`src/rtl/irq_bank_pkg.sv`:
```
// Register map, field layout and reset values of the peripheral interrupt enable bank.
package irq_bank_pkg;
  localparam int ADR_W = 8;
  localparam int DAT_W = 32;
  localparam int REG_W = 8;
  // ----------------------------------------------------------------
  // Byte offsets
  // ----------------------------------------------------------------
  localparam logic [7:0] OFS_ENABLE_2 = 8'h00;
  localparam logic [7:0] OFS_ENABLE_3 = 8'h04;
  localparam logic [7:0] OFS_FLAGS_2 = 8'h08;
  localparam logic [7:0] OFS_FLAGS_3 = 8'h0c;
  localparam logic [7:0] OFS_GLOBAL_CTL = 8'h10;
  localparam logic [7:0] OFS_EVT_STATUS = 8'h14;
  localparam logic [7:0] OFS_EVT_CLEAR = 8'h18;
  localparam logic [7:0] OFS_EVT_ENABLE = 8'h1c;
  // ----------------------------------------------------------------
  // Field positions
  // ----------------------------------------------------------------
  localparam int BIT_OSC_FAIL = 7;
  localparam int BIT_COMPARATOR_B = 6;
  localparam int BIT_COMPARATOR_A = 5;
  localparam int BIT_NVM_WRITE_DONE = 4;
  localparam int BIT_SERIAL_COLLISION = 3;
  localparam int BIT_CAPCOMP_B = 0;
  localparam int BIT_CAPCOMP_D = 5;
  localparam int BIT_CAPCOMP_C = 4;
  localparam int BIT_TIMER_F_MATCH = 3;
  localparam int BIT_TIMER_D_MATCH = 1;
  localparam int BIT_GLOBAL_IRQ_EN = 7;
  localparam int BIT_PERIPH_GROUP_IRQ_EN = 6;
  localparam int EVT_FLAG_RAISED = 0;
  localparam int EVT_REQUEST_RAISED = 1;
  localparam int EVT_W = 2;
  // ----------------------------------------------------------------
  // Implemented bits and reset values
  // ----------------------------------------------------------------
  localparam logic [7:0] MASK_BANK_2 = 8'hf9;
  localparam logic [7:0] MASK_BANK_3 = 8'h3a;
  localparam logic [7:0] MASK_GLOBAL_CTL = 8'hc0;
  localparam logic [7:0] RESET_ENABLE = 8'h00;
  localparam logic [7:0] RESET_FLAGS = 8'h00;
  localparam logic [7:0] RESET_GLOBAL_CTL = 8'h00;
  localparam logic [1:0] RESET_EVT = 2'h0;
endpackage : irq_bank_pkg

```
`src/rtl/flag_bus_if.sv`:
```
// Bundle between the top and a sticky flag bank.
`timescale 1ns/10ps
interface flag_bus_if #(parameter int W = 8);
  logic [W-1:0] set;
  logic [W-1:0] wrData;
  logic wr;
  logic [W-1:0] value;
  modport bank (input set, input wrData, input wr, output value);
  modport user (output set, output wrData, output wr, input value);
endinterface : flag_bus_if

```
`src/rtl/sticky_flag_bank.sv`:
```
// Sticky flags set by hardware and written or cleared by software.
`timescale 1ns/10ps
module sticky_flag_bank #(
  parameter int W = 8,
  parameter logic [W-1:0] IMPL = '1,
  parameter logic [W-1:0] RESET_VALUE = '0,
  parameter bit CLEAR_ON_ONE = 1'b0
) (
  input wire logic mclk,
  input wire logic rst,
  flag_bus_if.bank fb
);
  logic [W-1:0] flags;
  logic [W-1:0] kept;
  logic [W-1:0] next_flags;

  // Software write either loads the bits or clears the ones written as one.
  assign kept = !fb.wr ? flags : (CLEAR_ON_ONE ? (flags & ~fb.wrData) : fb.wrData);
  // A hardware set in the same cycle as a clear wins.
  assign next_flags = (kept | fb.set) & IMPL;
  assign fb.value = flags;

  always_ff @(posedge mclk) begin
    if (rst) begin
      flags <= RESET_VALUE;
    end else begin
      flags <= next_flags;
    end
  end
endmodule : sticky_flag_bank

```
`src/rtl/wb_reg_port.sv`:
```
// Classic Wishbone slave handshake with one wait state.
`timescale 1ns/10ps
module wb_reg_port (
  input wire logic mclk,
  input wire logic rst,
  input wire logic cyc_i,
  input wire logic stb_i,
  input wire logic we_i,
  input wire logic [3:0] sel_i,
  output logic ack_o,
  output logic take,
  output logic writeLow
);
  logic ack;

  assign take = cyc_i & stb_i & ~ack;
  assign writeLow = take & we_i & sel_i[0];
  assign ack_o = ack;

  always_ff @(posedge mclk) begin
    if (rst) begin
      ack <= 1'b0;
    end else begin
      ack <= take;
    end
  end
endmodule : wb_reg_port

```
`src/rtl/peripheral_irq_enable_bank.sv`:
```
// Peripheral interrupt enable bank with flags, global gating and a Wishbone register port.
`timescale 1ns/10ps
module peripheral_irq_enable_bank (
  input wire logic mclk,
  input wire logic rst,
  input wire logic cyc_i,
  input wire logic stb_i,
  input wire logic we_i,
  input wire logic [irq_bank_pkg::ADR_W-1:0] adr_i,
  input wire logic [3:0] sel_i,
  input wire logic [irq_bank_pkg::DAT_W-1:0] dat_i,
  output logic [irq_bank_pkg::DAT_W-1:0] dat_o,
  output logic ack_o,
  input wire logic [irq_bank_pkg::REG_W-1:0] sourceEvents2,
  input wire logic [irq_bank_pkg::REG_W-1:0] sourceEvents3,
  output logic periphIrqReq,
  output logic irq
);
  import irq_bank_pkg::*;

  // ----------------------------------------------------------------
  // Register port
  // ----------------------------------------------------------------
  logic take;
  logic writeLow;
  logic [REG_W-1:0] wrByte;

  wb_reg_port regPort (
    .mclk(mclk),
    .rst(rst),
    .cyc_i(cyc_i),
    .stb_i(stb_i),
    .we_i(we_i),
    .sel_i(sel_i),
    .ack_o(ack_o),
    .take(take),
    .writeLow(writeLow)
  );

  function automatic logic hit(input logic [ADR_W-1:0] adr, input logic [7:0] ofs);
    hit = (adr[7:2] == ofs[7:2]);
  endfunction : hit

  assign wrByte = dat_i[REG_W-1:0];

  wire wrEnable2 = writeLow & hit(adr_i, OFS_ENABLE_2);
  wire wrEnable3 = writeLow & hit(adr_i, OFS_ENABLE_3);
  wire wrFlags2 = writeLow & hit(adr_i, OFS_FLAGS_2);
  wire wrFlags3 = writeLow & hit(adr_i, OFS_FLAGS_3);
  wire wrGlobal = writeLow & hit(adr_i, OFS_GLOBAL_CTL);
  wire wrEvtClear = writeLow & hit(adr_i, OFS_EVT_CLEAR);
  wire wrEvtEnable = writeLow & hit(adr_i, OFS_EVT_ENABLE);

  // ----------------------------------------------------------------
  // Enable and control registers
  // ----------------------------------------------------------------
  logic [REG_W-1:0] enable2;
  logic [REG_W-1:0] enable3;
  logic [REG_W-1:0] globalCtl;
  logic [EVT_W-1:0] evtEnable;

  always_ff @(posedge mclk) begin
    if (rst) begin
      enable2 <= RESET_ENABLE;
      enable3 <= RESET_ENABLE;
      globalCtl <= RESET_GLOBAL_CTL;
      evtEnable <= RESET_EVT;
    end else begin
      if (wrEnable2) begin
        enable2 <= wrByte & MASK_BANK_2;
      end
      if (wrEnable3) begin
        enable3 <= wrByte & MASK_BANK_3;
      end
      if (wrGlobal) begin
        globalCtl <= wrByte & MASK_GLOBAL_CTL;
      end
      if (wrEvtEnable) begin
        evtEnable <= wrByte[EVT_W-1:0];
      end
    end
  end

  // ----------------------------------------------------------------
  // Source flags
  // ----------------------------------------------------------------
  flag_bus_if #(.W(REG_W)) flags2Bus ();
  flag_bus_if #(.W(REG_W)) flags3Bus ();

  assign flags2Bus.set = sourceEvents2;
  assign flags2Bus.wr = wrFlags2;
  assign flags2Bus.wrData = wrByte;
  assign flags3Bus.set = sourceEvents3;
  assign flags3Bus.wr = wrFlags3;
  assign flags3Bus.wrData = wrByte;

  sticky_flag_bank #(.W(REG_W), .IMPL(MASK_BANK_2), .RESET_VALUE(RESET_FLAGS)) flags2 (
    .mclk(mclk),
    .rst(rst),
    .fb(flags2Bus.bank)
  );

  sticky_flag_bank #(.W(REG_W), .IMPL(MASK_BANK_3), .RESET_VALUE(RESET_FLAGS)) flags3 (
    .mclk(mclk),
    .rst(rst),
    .fb(flags3Bus.bank)
  );

  // ----------------------------------------------------------------
  // Gating toward the core
  // ----------------------------------------------------------------
  wire oscFailReq = flags2Bus.value[BIT_OSC_FAIL] & enable2[BIT_OSC_FAIL];
  wire compBReq = flags2Bus.value[BIT_COMPARATOR_B] & enable2[BIT_COMPARATOR_B];
  wire compAReq = flags2Bus.value[BIT_COMPARATOR_A] & enable2[BIT_COMPARATOR_A];
  wire nvmReq = flags2Bus.value[BIT_NVM_WRITE_DONE] & enable2[BIT_NVM_WRITE_DONE];
  wire collReq = flags2Bus.value[BIT_SERIAL_COLLISION] & enable2[BIT_SERIAL_COLLISION];
  wire ccpBReq = flags2Bus.value[BIT_CAPCOMP_B] & enable2[BIT_CAPCOMP_B];
  wire ccpDReq = flags3Bus.value[BIT_CAPCOMP_D] & enable3[BIT_CAPCOMP_D];
  wire ccpCReq = flags3Bus.value[BIT_CAPCOMP_C] & enable3[BIT_CAPCOMP_C];
  wire tmrFReq = flags3Bus.value[BIT_TIMER_F_MATCH] & enable3[BIT_TIMER_F_MATCH];
  wire tmrDReq = flags3Bus.value[BIT_TIMER_D_MATCH] & enable3[BIT_TIMER_D_MATCH];

  wire anySource = oscFailReq | compBReq | compAReq | nvmReq | collReq | ccpBReq
    | ccpDReq | ccpCReq | tmrFReq | tmrDReq;
  wire groupOn = globalCtl[BIT_PERIPH_GROUP_IRQ_EN];
  wire globalOn = globalCtl[BIT_GLOBAL_IRQ_EN];
  wire next_periphIrqReq = anySource & groupOn & globalOn;

  // Software should clear a stale flag before it sets the matching enable bit.
  logic reqQ;

  always_ff @(posedge mclk) begin
    if (rst) begin
      reqQ <= 1'b0;
    end else begin
      reqQ <= next_periphIrqReq;
    end
  end

  assign periphIrqReq = reqQ;

  // ----------------------------------------------------------------
  // Event status and interrupt line
  // ----------------------------------------------------------------
  flag_bus_if #(.W(EVT_W)) evtBus ();
  wire newFlag = |((sourceEvents2 & MASK_BANK_2 & ~flags2Bus.value)
    | (sourceEvents3 & MASK_BANK_3 & ~flags3Bus.value));

  assign evtBus.set = {next_periphIrqReq & ~reqQ, newFlag};
  assign evtBus.wr = wrEvtClear;
  assign evtBus.wrData = wrByte[EVT_W-1:0];

  sticky_flag_bank #(.W(EVT_W), .RESET_VALUE(RESET_EVT), .CLEAR_ON_ONE(1'b1)) evtStatus (
    .mclk(mclk),
    .rst(rst),
    .fb(evtBus.bank)
  );

  assign irq = |(evtBus.value & evtEnable);

  // ----------------------------------------------------------------
  // Read data
  // ----------------------------------------------------------------
  logic [REG_W-1:0] rdByte;

  always_comb begin
    rdByte = 8'h00;
    if (hit(adr_i, OFS_ENABLE_2)) begin
      rdByte = enable2;
    end else if (hit(adr_i, OFS_ENABLE_3)) begin
      rdByte = enable3;
    end else if (hit(adr_i, OFS_FLAGS_2)) begin
      rdByte = flags2Bus.value;
    end else if (hit(adr_i, OFS_FLAGS_3)) begin
      rdByte = flags3Bus.value;
    end else if (hit(adr_i, OFS_GLOBAL_CTL)) begin
      rdByte = globalCtl;
    end else if (hit(adr_i, OFS_EVT_STATUS)) begin
      rdByte = {6'h00, evtBus.value};
    end else if (hit(adr_i, OFS_EVT_ENABLE)) begin
      rdByte = {6'h00, evtEnable};
    end
  end

  always_ff @(posedge mclk) begin
    if (rst) begin
      dat_o <= 32'h0000_0000;
    end else if (take) begin
      dat_o <= {24'h00_0000, rdByte};
    end
  end
endmodule : peripheral_irq_enable_bank

```
`config.mk`:
```
export PLATFORM = sky130hd
export DESIGN_NAME = peripheral_irq_enable_bank
export DESIGN_NICKNAME = d
export VERILOG_FILES = /design/src/rtl/irq_bank_pkg.sv /design/src/rtl/flag_bus_if.sv /design/src/rtl/sticky_flag_bank.sv /design/src/rtl/wb_reg_port.sv /design/src/rtl/peripheral_irq_enable_bank.sv
export SDC_FILE = /design/constraint.sdc
export NUM_CORES = 1
export LEC_CHECK = 0
export ABC_AREA = 1
export BUFFER_PORTS_ARGS = -buffer_cell sky130_fd_sc_hd__clkbuf_2
export CAP_MARGIN = 20
export CORE_MARGIN = 1
export CORE_UTILIZATION = 51
export CTS_CLUSTER_DIAMETER = 100
export DETAILED_ROUTE_END_ITERATION = 12
export PLACE_DENSITY = 0.84
export SLEW_MARGIN = 0
export SYNTH_ARGS = -nofsm -noshare
export SYNTH_HDL_FRONTEND = slang
export SYNTH_HIERARCHICAL = 1
export SYNTH_SLANG_ARGS = --single-unit
```
`constraint.sdc`:
```
create_clock -name mclk -period 4.6 [get_ports mclk]
set_clock_uncertainty 0.1 [all_clocks]
set_input_delay 0.69 -clock mclk [delete_from_list [all_inputs] [get_ports mclk]]
set_output_delay 0.69 -clock mclk [all_outputs]
set_load 0.02 [all_outputs]
```
* After elaboration in Yosys (flattened, before gate mapping)
Index checks and enable logic that the tools add are counted.
** Word-level totals
- Register bits :: 38
- Latch bits :: 0
- Bits in writable memories :: 0
- Memory bits (read-only) :: 0
- Word-level logic and storage cells :: 77
- Memories kept :: 0
** Operators by class
- Add/sub/neg operators :: 0
- Multiply operators :: 0
- Divide/modulo/power cells :: 0
- Order comparisons :: 0
- Equal/unequal tests :: 7
- Shift-type cells :: 0
- Muxes and demuxes :: 10
- Bitwise operators :: 46
- Reduce and logical (&&, ||, !) cells :: 3
** Operators by type and width (count)
- two-way mux 8 bit :: 6
- bitwise AND 1 bit :: 24
- equality test 6 x 3 -> 1 bit, second input constant :: 4
- bitwise OR 8 bit :: 2
- equality test 6 x 2 -> 1 bit, second input constant :: 2
- bitwise OR 1 bit :: 9
- bitwise AND 6 x 8 -> 8 bit :: 1
- bitwise AND 8 bit :: 1
- inverter 6 -> 8 bit :: 1
- inverter 8 bit :: 1
- OR reduction 8 bit :: 1
- equality test 6 x 1 -> 1 bit, second input constant :: 1
- zero test 6 bit :: 1
- two-way mux 2 bit :: 3
- two-way mux 6 bit :: 1
- bitwise OR 6 bit :: 1
- bitwise AND 2 bit :: 2
- inverter 1 bit :: 2
- inverter 2 bit :: 1
- bitwise OR 2 bit :: 1
- OR reduction 2 bit :: 1

* Logic depth before layout (Yosys ltp)
- Depth in word-level cells :: 14
- Depth in mapped cells :: 11
- Gate-level depth less buffers :: 10

* By module
The synthesis kept the hierarchy.
** Modules (own cells, without submodules)
- peripheral_irq_enable_bank :: instances 1, cells an instance 233, area an instance 1525.2 um^2
- sticky_flag_bank (flags2) :: instances 1, cells an instance 49, area an instance 310.3 um^2
- sticky_flag_bank (flags3) :: instances 1, cells an instance 36, area an instance 219.0 um^2
- sticky_flag_bank (evtStatus) :: instances 1, cells an instance 10, area an instance 72.6 um^2
- wb_reg_port :: instances 1, cells an instance 7, area an instance 48.8 um^2

* Worst setup path before layout
OpenSTA, ideal clock, no wires.
- Path type :: input to register
- From :: in cyc_i
- To :: reg flags2.flags[0] (netlist: flags2/fb.value[0])
- Library setup time :: 109 ps
- Arrival :: 1769 ps
- Required time :: 4391 ps
- Setup slack :: 2622 ps
- Stages :: 10
- Cell sequence :: nand3_2 nor2_1 inv_1 nor3_1 buf_6 inv_6 nand2_1 nand3_1 nand2_1 inv_1
** Between the ends
- Longest elaborated chain between the ends :: 7
** Ends and longest elaborated chain
- start, declared :: line peripheral_irq_enable_bank.sv:6 : input wire logic cyc_i,
- bitwise AND 1 bit (2 in a row) :: line wb_reg_port.sv:16 : assign take = cyc_i & stb_i & ~ack;
- bitwise AND 1 bit (2 in a row) :: line wb_reg_port.sv:17 : assign writeLow = take & we_i & sel_i[0];
- named net writeLow :: line peripheral_irq_enable_bank.sv:25 : logic writeLow;
- bitwise AND 1 bit :: line peripheral_irq_enable_bank.sv:48 : wire wrFlags2 = writeLow & hit(adr_i, OFS_FLAGS_2);
- named net flags2Bus.wr :: line flag_bus_if.sv:6 : logic wr;
- two-way mux 8 bit :: line sticky_flag_bank.sv:18 : assign kept = !fb.wr ? flags : (CLEAR_ON_ONE ? (flags & ~fb.wrData) : fb.wrData);
- bitwise OR 8 bit :: line sticky_flag_bank.sv:20 : assign next_flags = (kept | fb.set) & IMPL;
- end signal, assigned :: line sticky_flag_bank.sv:27 : flags <= next_flags;
- end, declared :: line sticky_flag_bank.sv:13 : logic [W-1:0] flags;
The timed path passes the listed nets, and every way through them passes these cells.
A chain may end at the register's enable or synchronous reset.

* Worst setup path after layout
- From :: in cyc_i
- To :: reg flags3.flags[4] (netlist: flags3/fb.value[4])
** Between the ends
- Longest elaborated chain between the ends :: 7
** Ends and longest elaborated chain
- bitwise AND 1 bit (2 in a row) :: line wb_reg_port.sv:16
- bitwise AND 1 bit (2 in a row) :: line wb_reg_port.sv:17
- named net writeLow :: line peripheral_irq_enable_bank.sv:25
- bitwise AND 1 bit :: line peripheral_irq_enable_bank.sv:49 : wire wrFlags3 = writeLow & hit(adr_i, OFS_FLAGS_3);
- named net flags3Bus.wr :: line flag_bus_if.sv:6
- two-way mux 6 bit :: line sticky_flag_bank.sv:18
- bitwise OR 6 bit :: line sticky_flag_bank.sv:20
- end signal, assigned :: line sticky_flag_bank.sv:27
- end, declared :: line sticky_flag_bank.sv:13
The timed path passes the listed nets, and every way through them passes these cells.

==> run_results.csv <==
group,metric,value,unit
status,status,"complete, no violations",
clocking,clockBufferDepth,2,
detailed_routing,routedWlPerCell,11.0,um
detailed_routing,firstDrtPassIters,4,
sta,min_period,2.16,ns
synthesis,syn_area,2180,um2
synthesis,synth_cell_types,30,
sta,fmax,463,MHz
place,place_area,2290,um2
clocking,clkTransAtPathRegs,0.08,ns
synthesis,syn_inst,335,
worst_setup_path,reg2reg_depth,10,
synthesis,yosys_register_bits,36,
sta,relSlewSlack,61.2,%
die,die_h,67.3,um
clocking,cts_setup_buffers,0,
power_and_ir_drop,ir_drop,0.208,mV
synthesis,synth_area_per_cell,6.50,um2
layout,num_antenna_cells,0,
clocking,clock-sinks,36,
worst_setup_path,critPathArrivalTime,2.25,ns
grt,grt_max_degree,19,
worst_setup_path,crit_path_end_kind,"register",
flow_run,max_cap_viol_count,0,
die,io_pins,100,
layout,syn_to_final_growth,9.43,%
die,initial_utilization,53.6,%
layout,nets,440,
sta,drv_slew,0,
grt,antenna_found_initial,0,
detailed_routing,vias,2075,
worst_setup_path,cp_data_required_time,4.69,ns
sta,tns,0,ns
synthesis,yosysWarningCount,6,
synthesis,synth_top_cell_by_area,"dfxtp_1",
detailed_routing,drc_errors,0,
clocking,cts_resized,0,
detailed_routing,first_iter_violations,131,
die,core_area,4060,um2
place,dp_hpwl,3640,um
sta,timing.hold.ws,0.381,ns
grt,grt_pass1_wl,7730,um
worst_hold_path,worst_hold_path.num_cells,2,
detailed_routing,viasPerCell,4.87,
sta,max_slew.worst_pin.slew,0.580,ns
grt,grt.overflow.total,0,
clocking,hold_buffers,0,
clocking,clk_latency,0.29,ns
sta,fin_crit_sh,47.0,%
die,rows,23,
clocking,root_buffer,"clkbuf_8",
synthesis,synth_top_area_share,33.1,%
place,io_buffers,39,
sta,rsz0062_at_grt,"no",
worst_setup_path,crit_type,"in -> reg",
synthesis,synthTopCellsByArea,"dfxtp_1 33%, nand2_1 13%, buf_4 10%",
die,die-area,4530,um2
power_and_ir_drop,power.leakage,0.00123,uW
sta,finalSetupViolCount,0,
die,die_w,67.3,um
worst_hold_path,worstHoldPathType,"reg -> reg",
clocking,htree_levels,2,
sta,hold_viol_final,0,
grt,grt_pass1_vias,1767,
grt,track_usage,23.3,%
detailed_routing,wl,4710,um
layout,fill_cells,417,
clocking,cts_tree,"built",
power_and_ir_drop,p_per_area,278,nW/um2
layout,design_area,2380,um2
worst_setup_path,critPathMaxFanout,6,
detailed_routing,ant_nets,0,
worst_setup_path,startpoint_type,"input pin",
layout,layout-drive-gt1-share,18.1,%
synthesis,yosysSeqAreaShare,33.1,%
clocking,cts_buffers,5,
place,place_congestion,0.895,
## state kept, by name, indices dropped and copies added, names as in the netlist
| signal | count |
|---|---|
| flags3/fb.value | 4 |
| evtStatus/fb.value | 2 |
| enable3 | 4 |
| flags2/fb.value | 6 |
| globalCtl | 2 |
| periphIrqReq | 1 |
| regPort/ack_o | 1 |
| evtEnable | 2 |
| enable2 | 6 |
| dat_o | 8 |
## synth_stat cells (all sizes together)
library cell  instances
nand2                78
a211oi                1
nor2                 48
a22o                  1
buf                  32
inv                  61
a21oi                14
o21ai                21
clkbuf                2
dfxtp                36
conb                  3
o22ai                 4
nand3                22
o211ai                2
o2111ai               1
a221oi                1
nand4                 2
o21bai                1
nor3                  3
a41oi                 2
## per-stage QoR
stage	setup WS, ns	total power (uW)	util, %	instances
finish	2.44	662	58.7	426
global route	2.29	694	58.7	426
CTS	2.46	664	58.7	426
detailed placement	2.18	431	56.4	418
global placement	2.23	429	56.4	418
floorplan	2.62	417	-	362
## worst paths after layout
check             slack (ns)                  to           from
setup / recovery        2.44  flags3/fb.value[4]          cyc_i
hold reg to reg         0.38          enable2[0]     enable2[0]
setup reg to reg        2.56  flags3/fb.value[4]  regPort/ack_o
hold / removal          0.38          enable2[0]     enable2[0]
## power breakdown
| group | switching, uW | internal (uW) |
|---|---|---|
| logic | 64.5 | 27.9 |
| registers | 10.6 | 322 |
| clock network | 115 | 122 |
| total | 190 | 472 |
## critical path: stages
cell	delay, ns
clkbuf_2	0.09
nand3_2	0.09
nor2_1	0.46
inv_1	0.22
nor2_1	0.41
inv_2	0.08
nand2_1	0.07
nand3_1	0.06
nand2_1	0.05
inv_1	0.04
## kinds of logic (layout without fill, tap and decap cells)
| logic type | count (synthesis) | in the layout | share of synthesized area [%] |
|---|---|---|---|
| DFF | 36 | 36 | 33.1 |
| AOI/OAI and AO/OA | 48 | 48 | 12.6 |
| and+or+nand+nor | 153 | 153 | 31.3 |
| other | 3 | 30 | 0.518 |
| buffers and inverters | 95 | 109 | 22.5 |
## area by class of cell
cell class | instances | area (um2) | area share (%)
clock buffers | 7 | 86.3 | 3.63
clock inverters | 1 | 7.51 | 0.315
inverters | 61 | 234 | 9.83
multi-input cells | 231 | 1070 | 44.8
flip-flops and latches | 36 | 721 | 30.3
well taps | 50 | 62.6 | 2.63
repair buffers | 40 | 203 | 8.51
## routing by layer
| layer | GRT usage (%) | wire length, um |
|---|---|---|
| met1 | 29.8 | 2130 |
| met2 | 36.5 | 2080 |
| met3 | 5.57 | 317 |
| met4 | 11.4 | 172 |
| met5 | 0 | 0 |
## cells in the final DEF, fill, tap and decap left out, types with 2 or more instances in the layout
cell type   n
nand2_1    75
o21ai_0    20
a41oi_1     2
nor3_1      3
a21oi_1    14
nand3_1    20
conb_1     30
o211ai_1    2
dfxtp_1    36
clkbuf_2   39
inv_1      53
nand4_1     2
nor2_1     40
nand2_2     2
o22ai_1     4
nor2_4      4
clkbuf_8    6
nor2_2      4
inv_2       7
(Power assumes the default switching activity.)
